<file path="src/vec_pkg.sv">
// Constants, field layouts and carrier types for the vendor capability bank.
// Assumes a 12-bit configuration-space byte address and 32-bit data words.
package vec_pkg;

  // Word offsets within configuration space
  localparam logic [11:0] VEC_OFS_CAP_HDR    = 12'h200;
  localparam logic [11:0] VEC_OFS_VND_HDR    = 12'h204;
  localparam logic [11:0] VEC_OFS_MARKER     = 12'h208;
  localparam logic [11:0] VEC_OFS_SID_W0     = 12'h20C;
  localparam logic [11:0] VEC_OFS_SID_W1     = 12'h210;
  localparam logic [11:0] VEC_OFS_SID_W2     = 12'h214;
  localparam logic [11:0] VEC_OFS_SID_W3     = 12'h218;
  localparam logic [11:0] VEC_OFS_LOAD_STAT  = 12'h21C;
  localparam logic [11:0] VEC_OFS_MODE_CTRL  = 12'h220;
  localparam logic [11:0] VEC_OFS_LOAD_DATA  = 12'h228;
  localparam logic [11:0] VEC_OFS_PROG_CTRL  = 12'h22C;
  localparam logic [11:0] VEC_OFS_RSVD       = 12'h230;
  localparam logic [11:0] VEC_OFS_FATAL_ST   = 12'h234;
  localparam logic [11:0] VEC_OFS_FATAL_MSK  = 12'h238;
  localparam logic [11:0] VEC_OFS_SOFT_ST    = 12'h23C;
  localparam logic [11:0] VEC_OFS_SOFT_MSK   = 12'h240;

  // Fixed header values
  localparam logic [15:0] VEC_EXT_CAP_ID     = 16'h000B;
  localparam logic [3:0]  VEC_CAP_VERSION    = 4'h1;
  localparam logic [11:0] VEC_STRUCT_LENGTH  = 12'h044;

  // Load status word: board type low half, status bits from 16 up
  localparam int          VEC_STAT_POS       = 16;
  localparam int          VEC_STAT_W         = 10;
  localparam int          VEC_STAT_EN_BIT    = 4;

  // Mode control field positions
  localparam int          VEC_MC_MODE_BIT    = 0;
  localparam int          VEC_MC_CLKSEL_BIT  = 1;
  localparam int          VEC_MC_FULL_BIT    = 2;
  localparam int          VEC_MC_NCLK_POS    = 8;
  localparam int          VEC_MC_NCLK_W      = 8;

  // Reset values of writable state
  localparam logic [7:0]  VEC_RST_NCLK       = 8'h00;
  localparam logic        VEC_RST_BIT        = 1'b0;
  localparam logic [31:0] VEC_RST_WORD       = 32'h0000_0000;

  // Configuration request from the host side
  typedef struct packed {
    logic        rd;
    logic        wr;
    logic [11:0] addr;
    logic [3:0]  be;
    logic [31:0] wdata;
  } vec_cfg_req_s;

  // Configuration answer to the host side
  typedef struct packed {
    logic        ack;
    logic [31:0] rdata;
  } vec_cfg_rsp_s;

  // Mode control fields as driven to the loader
  typedef struct packed {
    logic [7:0] numClks;
    logic       fullConfig;
    logic       clkSel;
    logic       modeActive;
  } vec_mode_s;

  // Merge write data into an old word under byte enables
  function automatic logic [31:0] vec_be_merge(
    input logic [31:0] oldWord,
    input logic [31:0] newWord,
    input logic [3:0]  be
  );
    logic [31:0] res;
    res = oldWord;
    for (int i = 0; i < 4; i++) begin
      if (be[i]) begin
        res[i*8 +: 8] = newWord[i*8 +: 8];
      end
    end
    return res;
  endfunction

endpackage

</file>
<file path="src/vec_sync2.sv">
// Two-flop synchroniser for a bus of independent level signals.
// Assumes each bit is a slow level; no coherence between bits.
`timescale 1ns/1ps
module vec_sync2 #(
  parameter int WIDTH = 1
) (
  // Clock and reset
  input  wire logic             clock,
  input  wire logic             resetn,
  // Levels in and out
  input  wire logic [WIDTH-1:0] asyncIn,
  output logic      [WIDTH-1:0] syncOut
);

  logic [WIDTH-1:0] meta_q;

  // First stage feeds only the second
  always_ff @(posedge clock or negedge resetn) begin
    if (!resetn) begin
      meta_q  <= '0;
      syncOut <= '0;
    end else begin
      meta_q  <= asyncIn;
      syncOut <= meta_q;
    end
  end

endmodule // vec_sync2

</file>
<file path="src/vec_w1c_reg.sv">
// Sticky status word: hardware sets, software clears by writing ones.
// Assumes set and clear are one-cycle terms on the same clock.
`timescale 1ns/1ps
module vec_w1c_reg #(
  parameter int WIDTH = 32
) (
  // Clock and reset
  input  wire logic             clock,
  input  wire logic             resetn,
  // Events and clear mask
  input  wire logic [WIDTH-1:0] setBits,
  input  wire logic [WIDTH-1:0] clrBits,
  // Held status
  output logic      [WIDTH-1:0] status_q
);

  logic [WIDTH-1:0] status_d;

  // A set in the clearing cycle survives
  assign status_d = (status_q & ~clrBits) | setBits;

  always_ff @(posedge clock or negedge resetn) begin
    if (!resetn) begin
      status_q <= '0;
    end else begin
      status_q <= status_d;
    end
  end

endmodule // vec_w1c_reg

</file>
<file path="src/vec_cap_regs.sv">
// Vendor extended capability bank: headers, identifiers, load control
// and internal error registers in configuration space.
// Assumes one configuration request at a time from the core, on clock.
`timescale 1ns/1ps
module vec_cap_regs
  import vec_pkg::*;
#(
  // Build-time identity values; defaults are arbitrary
  parameter logic [11:0]  NEXT_CAP_OFS = 12'h000,
  parameter logic [15:0]  VENDOR_ID    = 16'h1234,
  parameter logic [3:0]   VENDOR_REV   = 4'h0,
  parameter logic [31:0]  MARKER_VAL   = 32'h5A5A_0001,
  parameter logic [127:0] SILICON_ID   = 128'h0000_0004_0000_0003_0000_0002_0000_0001,
  parameter logic [15:0]  BOARD_TYPE   = 16'h0001
) (
  // Clock and reset
  input  wire logic                  clock,
  input  wire logic                  resetn,
  // Configuration request and answer
  input  wire vec_pkg::vec_cfg_req_s cfgReq,
  output vec_pkg::vec_cfg_rsp_s      cfgRsp,
  // Loader status levels from the fabric control block
  input  wire logic [9:0]            loadStatusIn,
  // Loader controls
  output vec_pkg::vec_mode_s         modeCtrl,
  output logic [31:0]                loadData,
  output logic                       loadDataWrite,
  output logic [31:0]                progCtrl,
  // Internal error events
  input  wire logic [31:0]           fatalErrEvent,
  input  wire logic [31:0]           softErrEvent,
  // Unmasked error summaries
  output logic                       fatalErrPending,
  output logic                       softErrPending
);

  // Synchronised loader status
  logic [VEC_STAT_W-1:0] loadStatSync;

  vec_sync2 #(
    .WIDTH (VEC_STAT_W)
  ) u_stat_sync (
    .clock   (clock),
    .resetn  (resetn),
    .asyncIn (loadStatusIn),
    .syncOut (loadStatSync)
  );

  // Address decode
  logic hitCapHdr;
  logic hitVndHdr;
  logic hitMarker;
  logic hitSid0;
  logic hitSid1;
  logic hitSid2;
  logic hitSid3;
  logic hitStat;
  logic hitMode;
  logic hitData;
  logic hitProg;
  logic hitRsvd;
  logic hitFatalSt;
  logic hitFatalMsk;
  logic hitSoftSt;
  logic hitSoftMsk;
  logic wrEn;
  logic [11:0] wordAddr;

  assign wordAddr    = {cfgReq.addr[11:2], 2'b00};
  assign wrEn        = cfgReq.wr;
  assign hitCapHdr   = (wordAddr == VEC_OFS_CAP_HDR);
  assign hitVndHdr   = (wordAddr == VEC_OFS_VND_HDR);
  assign hitMarker   = (wordAddr == VEC_OFS_MARKER);
  assign hitSid0     = (wordAddr == VEC_OFS_SID_W0);
  assign hitSid1     = (wordAddr == VEC_OFS_SID_W1);
  assign hitSid2     = (wordAddr == VEC_OFS_SID_W2);
  assign hitSid3     = (wordAddr == VEC_OFS_SID_W3);
  assign hitStat     = (wordAddr == VEC_OFS_LOAD_STAT);
  assign hitMode     = (wordAddr == VEC_OFS_MODE_CTRL);
  assign hitData     = (wordAddr == VEC_OFS_LOAD_DATA);
  assign hitProg     = (wordAddr == VEC_OFS_PROG_CTRL);
  assign hitRsvd     = (wordAddr == VEC_OFS_RSVD);
  assign hitFatalSt  = (wordAddr == VEC_OFS_FATAL_ST);
  assign hitFatalMsk = (wordAddr == VEC_OFS_FATAL_MSK);
  assign hitSoftSt   = (wordAddr == VEC_OFS_SOFT_ST);
  assign hitSoftMsk  = (wordAddr == VEC_OFS_SOFT_MSK);

  // Fixed words built from constants and build-time values
  logic [31:0] capHdrWord;
  logic [31:0] vndHdrWord;
  logic [31:0] statWord;

  assign capHdrWord[15:0]  = VEC_EXT_CAP_ID;
  assign capHdrWord[19:16] = VEC_CAP_VERSION;
  assign capHdrWord[31:20] = NEXT_CAP_OFS;
  assign vndHdrWord[15:0]  = VENDOR_ID;
  assign vndHdrWord[19:16] = VENDOR_REV;
  assign vndHdrWord[31:20] = VEC_STRUCT_LENGTH;

  // Board type low, status bits above, rest of upper half zero
  assign statWord[15:0] = BOARD_TYPE;
  assign statWord[VEC_STAT_POS +: VEC_STAT_W] = loadStatSync;
  assign statWord[31:VEC_STAT_POS+VEC_STAT_W] = '0;

  // Mode control register
  logic [7:0] numClks_q;
  logic [7:0] numClks_d;
  logic       fullCfg_q;
  logic       fullCfg_d;
  logic       clkSel_q;
  logic       clkSel_d;
  logic       modeAct_q;
  logic       modeAct_d;
  logic       modeWr;
  logic       modeReq;
  logic [31:0] modeWord;

  assign modeWr  = wrEn & hitMode;
  // Load mode may only turn on while the control block enables it
  assign modeReq = cfgReq.wdata[VEC_MC_MODE_BIT] &
                   loadStatSync[VEC_STAT_EN_BIT];
  assign numClks_d = (modeWr & cfgReq.be[1]) ?
                     cfgReq.wdata[VEC_MC_NCLK_POS +: VEC_MC_NCLK_W] :
                     numClks_q;
  assign fullCfg_d = (modeWr & cfgReq.be[0]) ?
                     cfgReq.wdata[VEC_MC_FULL_BIT] : fullCfg_q;
  assign clkSel_d  = (modeWr & cfgReq.be[0]) ?
                     cfgReq.wdata[VEC_MC_CLKSEL_BIT] : clkSel_q;
  assign modeAct_d = (modeWr & cfgReq.be[0]) ? modeReq : modeAct_q;

  always_comb begin
    modeWord = '0;
    modeWord[VEC_MC_NCLK_POS +: VEC_MC_NCLK_W] = numClks_q;
    modeWord[VEC_MC_FULL_BIT]   = fullCfg_q;
    modeWord[VEC_MC_CLKSEL_BIT] = clkSel_q;
    modeWord[VEC_MC_MODE_BIT]   = modeAct_q;
  end

  always_ff @(posedge clock or negedge resetn) begin
    if (!resetn) begin
      numClks_q <= VEC_RST_NCLK;
      fullCfg_q <= VEC_RST_BIT;
      clkSel_q  <= VEC_RST_BIT;
      modeAct_q <= VEC_RST_BIT;
    end else begin
      numClks_q <= numClks_d;
      fullCfg_q <= fullCfg_d;
      clkSel_q  <= clkSel_d;
      modeAct_q <= modeAct_d;
    end
  end

  // Data, program control and mask words
  logic [31:0] data_q;
  logic [31:0] data_d;
  logic        dataWr_q;
  logic [31:0] prog_q;
  logic [31:0] prog_d;
  logic [31:0] fatalMsk_q;
  logic [31:0] fatalMsk_d;
  logic [31:0] softMsk_q;
  logic [31:0] softMsk_d;

  assign data_d = (wrEn & hitData) ?
                  vec_be_merge(data_q, cfgReq.wdata, cfgReq.be) : data_q;
  assign prog_d = (wrEn & hitProg) ?
                  vec_be_merge(prog_q, cfgReq.wdata, cfgReq.be) : prog_q;
  assign fatalMsk_d = (wrEn & hitFatalMsk) ?
                      vec_be_merge(fatalMsk_q, cfgReq.wdata, cfgReq.be) :
                      fatalMsk_q;
  assign softMsk_d  = (wrEn & hitSoftMsk) ?
                      vec_be_merge(softMsk_q, cfgReq.wdata, cfgReq.be) :
                      softMsk_q;

  always_ff @(posedge clock or negedge resetn) begin
    if (!resetn) begin
      data_q     <= VEC_RST_WORD;
      dataWr_q   <= 1'b0;
      prog_q     <= VEC_RST_WORD;
      fatalMsk_q <= VEC_RST_WORD;
      softMsk_q  <= VEC_RST_WORD;
    end else begin
      data_q     <= data_d;
      dataWr_q   <= wrEn & hitData;
      prog_q     <= prog_d;
      fatalMsk_q <= fatalMsk_d;
      softMsk_q  <= softMsk_d;
    end
  end

  // Error status words, cleared by writing ones under byte enables
  logic [31:0] beMask;
  logic [31:0] fatalClr;
  logic [31:0] softClr;
  logic [31:0] fatalSt;
  logic [31:0] softSt;

  assign beMask   = {{8{cfgReq.be[3]}}, {8{cfgReq.be[2]}},
                     {8{cfgReq.be[1]}}, {8{cfgReq.be[0]}}};
  assign fatalClr = (wrEn & hitFatalSt) ? (cfgReq.wdata & beMask) : '0;
  assign softClr  = (wrEn & hitSoftSt)  ? (cfgReq.wdata & beMask) : '0;

  vec_w1c_reg #(
    .WIDTH (32)
  ) u_fatal_st (
    .clock    (clock),
    .resetn   (resetn),
    .setBits  (fatalErrEvent),
    .clrBits  (fatalClr),
    .status_q (fatalSt)
  );

  vec_w1c_reg #(
    .WIDTH (32)
  ) u_soft_st (
    .clock    (clock),
    .resetn   (resetn),
    .setBits  (softErrEvent),
    .clrBits  (softClr),
    .status_q (softSt)
  );

  // Read mux; read-only, reserved and unmapped words need no write path
  logic [31:0] rdMux;

  always_comb begin
    rdMux = '0;
    if (hitCapHdr) begin
      rdMux = capHdrWord;
    end else if (hitVndHdr) begin
      rdMux = vndHdrWord;
    end else if (hitMarker) begin
      rdMux = MARKER_VAL;
    end else if (hitSid0) begin
      rdMux = SILICON_ID[31:0];
    end else if (hitSid1) begin
      rdMux = SILICON_ID[63:32];
    end else if (hitSid2) begin
      rdMux = SILICON_ID[95:64];
    end else if (hitSid3) begin
      rdMux = SILICON_ID[127:96];
    end else if (hitStat) begin
      rdMux = statWord;
    end else if (hitMode) begin
      rdMux = modeWord;
    end else if (hitData) begin
      rdMux = data_q;
    end else if (hitProg) begin
      rdMux = prog_q;
    end else if (hitRsvd) begin
      rdMux = '0;
    end else if (hitFatalSt) begin
      rdMux = fatalSt;
    end else if (hitFatalMsk) begin
      rdMux = fatalMsk_q;
    end else if (hitSoftSt) begin
      rdMux = softSt;
    end else if (hitSoftMsk) begin
      rdMux = softMsk_q;
    end
  end

  // Every request, read-only targets included, is answered next cycle
  logic        reqValid;
  logic [31:0] rdata_d;

  assign reqValid = cfgReq.rd | cfgReq.wr;
  assign rdata_d  = cfgReq.rd ? rdMux : '0;

  // Answer and summary flops
  always_ff @(posedge clock or negedge resetn) begin
    if (!resetn) begin
      cfgRsp          <= '0;
      fatalErrPending <= 1'b0;
      softErrPending  <= 1'b0;
    end else begin
      cfgRsp.ack      <= reqValid;
      cfgRsp.rdata    <= rdata_d;
      fatalErrPending <= |(fatalSt & ~fatalMsk_q);
      softErrPending  <= |(softSt & ~softMsk_q);
    end
  end

  // Loader controls straight from their registers
  assign modeCtrl.numClks    = numClks_q;
  assign modeCtrl.fullConfig = fullCfg_q;
  assign modeCtrl.clkSel     = clkSel_q;
  assign modeCtrl.modeActive = modeAct_q;
  assign loadData            = data_q;
  assign loadDataWrite       = dataWr_q;
  assign progCtrl            = prog_q;

endmodule // vec_cap_regs

</file>
<file path="config.mk">
export PLATFORM = sky130hd
export DESIGN_NAME = vec_cap_regs
export DESIGN_NICKNAME = d
export VERILOG_FILES = /design/src/vec_pkg.sv /design/src/vec_sync2.sv /design/src/vec_w1c_reg.sv /design/src/vec_cap_regs.sv
export SDC_FILE = /design/constraint.sdc
export NUM_CORES = 1
export LEC_CHECK = 0
export BUFFER_PORTS_ARGS = -buffer_cell sky130_fd_sc_hd__buf_2
export CAP_MARGIN = 40
export CORE_ASPECT_RATIO = 0.5
export CORE_MARGIN = 4
export CORE_UTILIZATION = 56
export DETAILED_ROUTE_END_ITERATION = 10
export PLACE_DENSITY = 0.77
export SYNTH_ARGS = -nofsm -noshare
export SYNTH_HDL_FRONTEND = slang
export SYNTH_HIERARCHICAL = 1
export SYNTH_SLANG_ARGS = --single-unit
</file>
<file path="constraint.sdc">
create_clock -name clock -period 1.8 [get_ports clock]
set_input_delay 0.45 -clock clock [delete_from_list [all_inputs] [get_ports clock]]
set_output_delay 0.45 -clock clock [all_outputs]
set_load 0.03 [all_outputs]
</file>
==> flow_summary.ini <==
[status]
outcome = finished with violations
violations = setup timing

[global_routing]
met2_usage_pct = 55.8
grt_pass1_vias = 11600
grt_max_degree = 75
grt_antenna_before_repair = 2
grtUsageMet3_pct = 10.6
grt_usage_pct = 38.1
use_met1_pct = 57.0
grt_overflow = 0
grt_pass1_wl_mm = 71.4
grt.busiest_layer = met1

[power_and_ir_drop]
pwr_density_cell_nw_per_um2 = 706
vdd_drop_max_mv = 0.988
power_leakage_uw = 0.00825

[timing]
fmax_mhz = 521
rsz0062_at_grt = true
finalMaxSlewViolations = 0
maxSlewHeadroom_pct = 54.2
worst_pin_slew_ps = 687
period_needed_ps = 1920
worst_clock_skew_ps = 31.0
setup_ws_ps = -119
final.period_utilization_pct = 107
hold_viol = 0
setup_viol = 56

[final_layout]
finish.instance_area_um2 = 16700
final_common_cell = dfrtp_1
stdcell_count = 1876
nNetsFinal = 1685
mostFrequentLayoutCells = dfrtp_1, buf_2, buf_4
num_antenna_cells = 0
drive_above_1_share_pct = 43.8
final_util_pct = 76.3
area_growth_pct = 32.7

[worst_setup_path]
arrival_ps = 2320
cp_slowest_cell = or4b_4
r2r_setup_slack_ps = 100
r2r-end = cfgRsp[22]
worstSetupEndpointType = register
worst_ep_required_time_ps = 2200
crit_fanout = 8
cp.buffers_inverters = 2
cp_top_family = simple AND/OR/NAND/NOR gates
r2r-start = u_fatal_st/status_q[22]
reg2reg_depth = 5
critical_path.cell_chain = buf_6, or4b_4, nor3_4, nand3_4, nor2_4, and2_1, inv_1, a21o_1
crit_path_start_kind = input port
path_class = in -> reg
max_stage_delay_ps = 660

[clock_network]
cts_made_buffers = 23
clockBufferDepth = 3
htree_num_levels = 1
cts.clk_slew.worst_paths_ps = 70
cts_num_sinks = 259
clock_latency_ps = 550
tritoncts = done
root_buffer = clkbuf_16

[synth]
synthTopCellsByArea = dfrtp_1, mux2_2, a21o_1, inv_1, and2_1
avgSynthCellArea_um2 = 10.7
async_flop_share_pct = 100
synth_flop_cell = dfrtp_1
synth_edf_count = 0
seq_area_frac_synth_pct = 51.6
synthCells = 1169
synth.top_cell.area_share_pct = 51.6
synth_nets = 1295
syn-cell-area_um2 = 12600
ys_seq_elements = 259
synth.distinct_cells = 69
yosys_warnings = 6
yosysTopAreaCell = dfrtp_1

[hold_path]
hold_path_class = in -> reg
min_to = u_stat_sync/meta_q[0]
hold_path_depth = 1
hp-start = loadStatusIn[0]

[routing]
vias = 11600
viasPerCell = 6.19
wl_mm = 48.5
first_pass_iters = 8
drc_errors = 0
drtIter0Drc = 1534
wire_per_inst_um = 25.8
ant_nets = 0

[floorplan]
core_area_um2 = 21800
pin_count = 237
start_util_pct = 57.5
fp-row-count = 38
die_h_um = 114
fp.dieArea_um2 = 25000
die_w_um = 220

[run]
max_cap_viol_count = 0

[placed_design]
dp_hpwl_mm = 37.4
post_dp_cell_area_um2 = 15400
dp_cells = 1809
pre_cts_slack_ps = -724
gp_congestion = 1.02
io_buffers = 234
[worst max path at each step]
stage                     from                     end  slack, ps  cells past startpoint
floorplan           cfgReq[46]  u_fatal_st/status_q[1]       -390                      8
global placement    cfgReq[44]              cfgRsp[18]       -620                      8
detailed placement  cfgReq[44]              cfgRsp[23]       -720                      8
CTS                 cfgReq[42]   u_soft_st/status_q[6]        -70                      8
global route        cfgReq[42]   u_soft_st/status_q[6]       -120                      8
finish              cfgReq[42]   u_soft_st/status_q[5]       -120                      8
[stage by stage]
stage	hold slack (ps)	total power [uW]	setup TNS, ps
2_1_floorplan	154	6270	-63780
3_3_place_gp	328	6850	-120250
3_5_place_dp	332	6870	-124530
4_1_cts	7.70	11700	-648
5_1_grt	4.15	12100	-3790
6_report	7.81	11700	-2670
[Yosys cell counts (4+ instances only)]
library cell,count
dfrtp_1,259
mux2_2,138
inv_1,129
a21o_1,74
and2_1,61
nand2_1,59
o21ai_0,58
nor2_1,49
a21oi_1,47
o22ai_1,30
clkbuf_1,26
buf_2,16
and3_1,15
nand3_1,14
o2bb2ai_1,14
a31oi_1,13
a22oi_1,12
o221a_2,11
o221ai_1,11
a221oi_1,10
nor2_2,8
a211oi_1,7
a22o_1,7
buf_4,7
nor4_1,7
o31ai_1,6
nand2b_1,5
o21a_1,5
o211ai_1,4
or2_2,4
[per-layer routing]
layer	wire, um	up-vias
li1	-	4921
met1	20400	5805
met2	20700	778
met3	6160	113
met4	1250	4
met5	15	-
[logic make-up (layout without fill, tap and decap cells)]
group	Yosys count	after routing	share of synthesized area, %
flip-flops	259	259	51.6
AO/OA/AOI/OAI	330	330	18.3
multiplexers	138	138	12.4
buffers and inverters	184	591	5.94
AND/OR/NAND/NOR	258	258	11.7
[registers in the layout (all words and copies together) (netlist names)]
name                 cells
fatalMsk_q              32
softMsk_q               32
loadData                32
u_soft_st/status_q      32
fatalErrPending          1
modeAct_q                1
u_stat_sync/syncOut     10
progCtrl                32
softErrPending           1
clkSel_q                 1
loadDataWrite            1
u_stat_sync/meta_q      10
cfgRsp                  33
fullCfg_q                1
u_fatal_st/status_q     32
numClks_q                8
[final cells by class]
| cell class | count | area (um^2) |
|---|---|---|
| multi-input cells | 726 | 5650 |
| repair buffers | 419 | 2930 |
| fillers | 1409 | 5170 |
| clock buffers | 33 | 653 |
| clock inverters | 9 | 76.3 |
| well taps | 300 | 375 |
| inverters | 130 | 488 |
| flip-flops and latches | 259 | 6480 |
[worst register-to-register path, cell delays in order, from the launching register on]
cell	delay (ps)
dfrtp_1	360
inv_1	90
o211ai_1	320
a21oi_1	130
or4_1	530
a31oi_1	190
[report_power, final]
group          switching (uW)  leakage, uW  internal (uW)
Clock                    2250     0.000362           2680
Sequential               43.0      0.00322           5870
Combinational             566      0.00467            339
[repair_timing]
action / 4_1_cts / 5_1_grt
cloned: 0 / 1
buffers inserted: 6 / 17
hold buffers: 1 / 0
resized for setup: 15 / 57
setup endpoints to repair: 84 / 175
endpoints found under the hold margin: 27 / 0
pin swaps: 16 / 28
No activity file was read; power rests on OpenSTA's default activity.
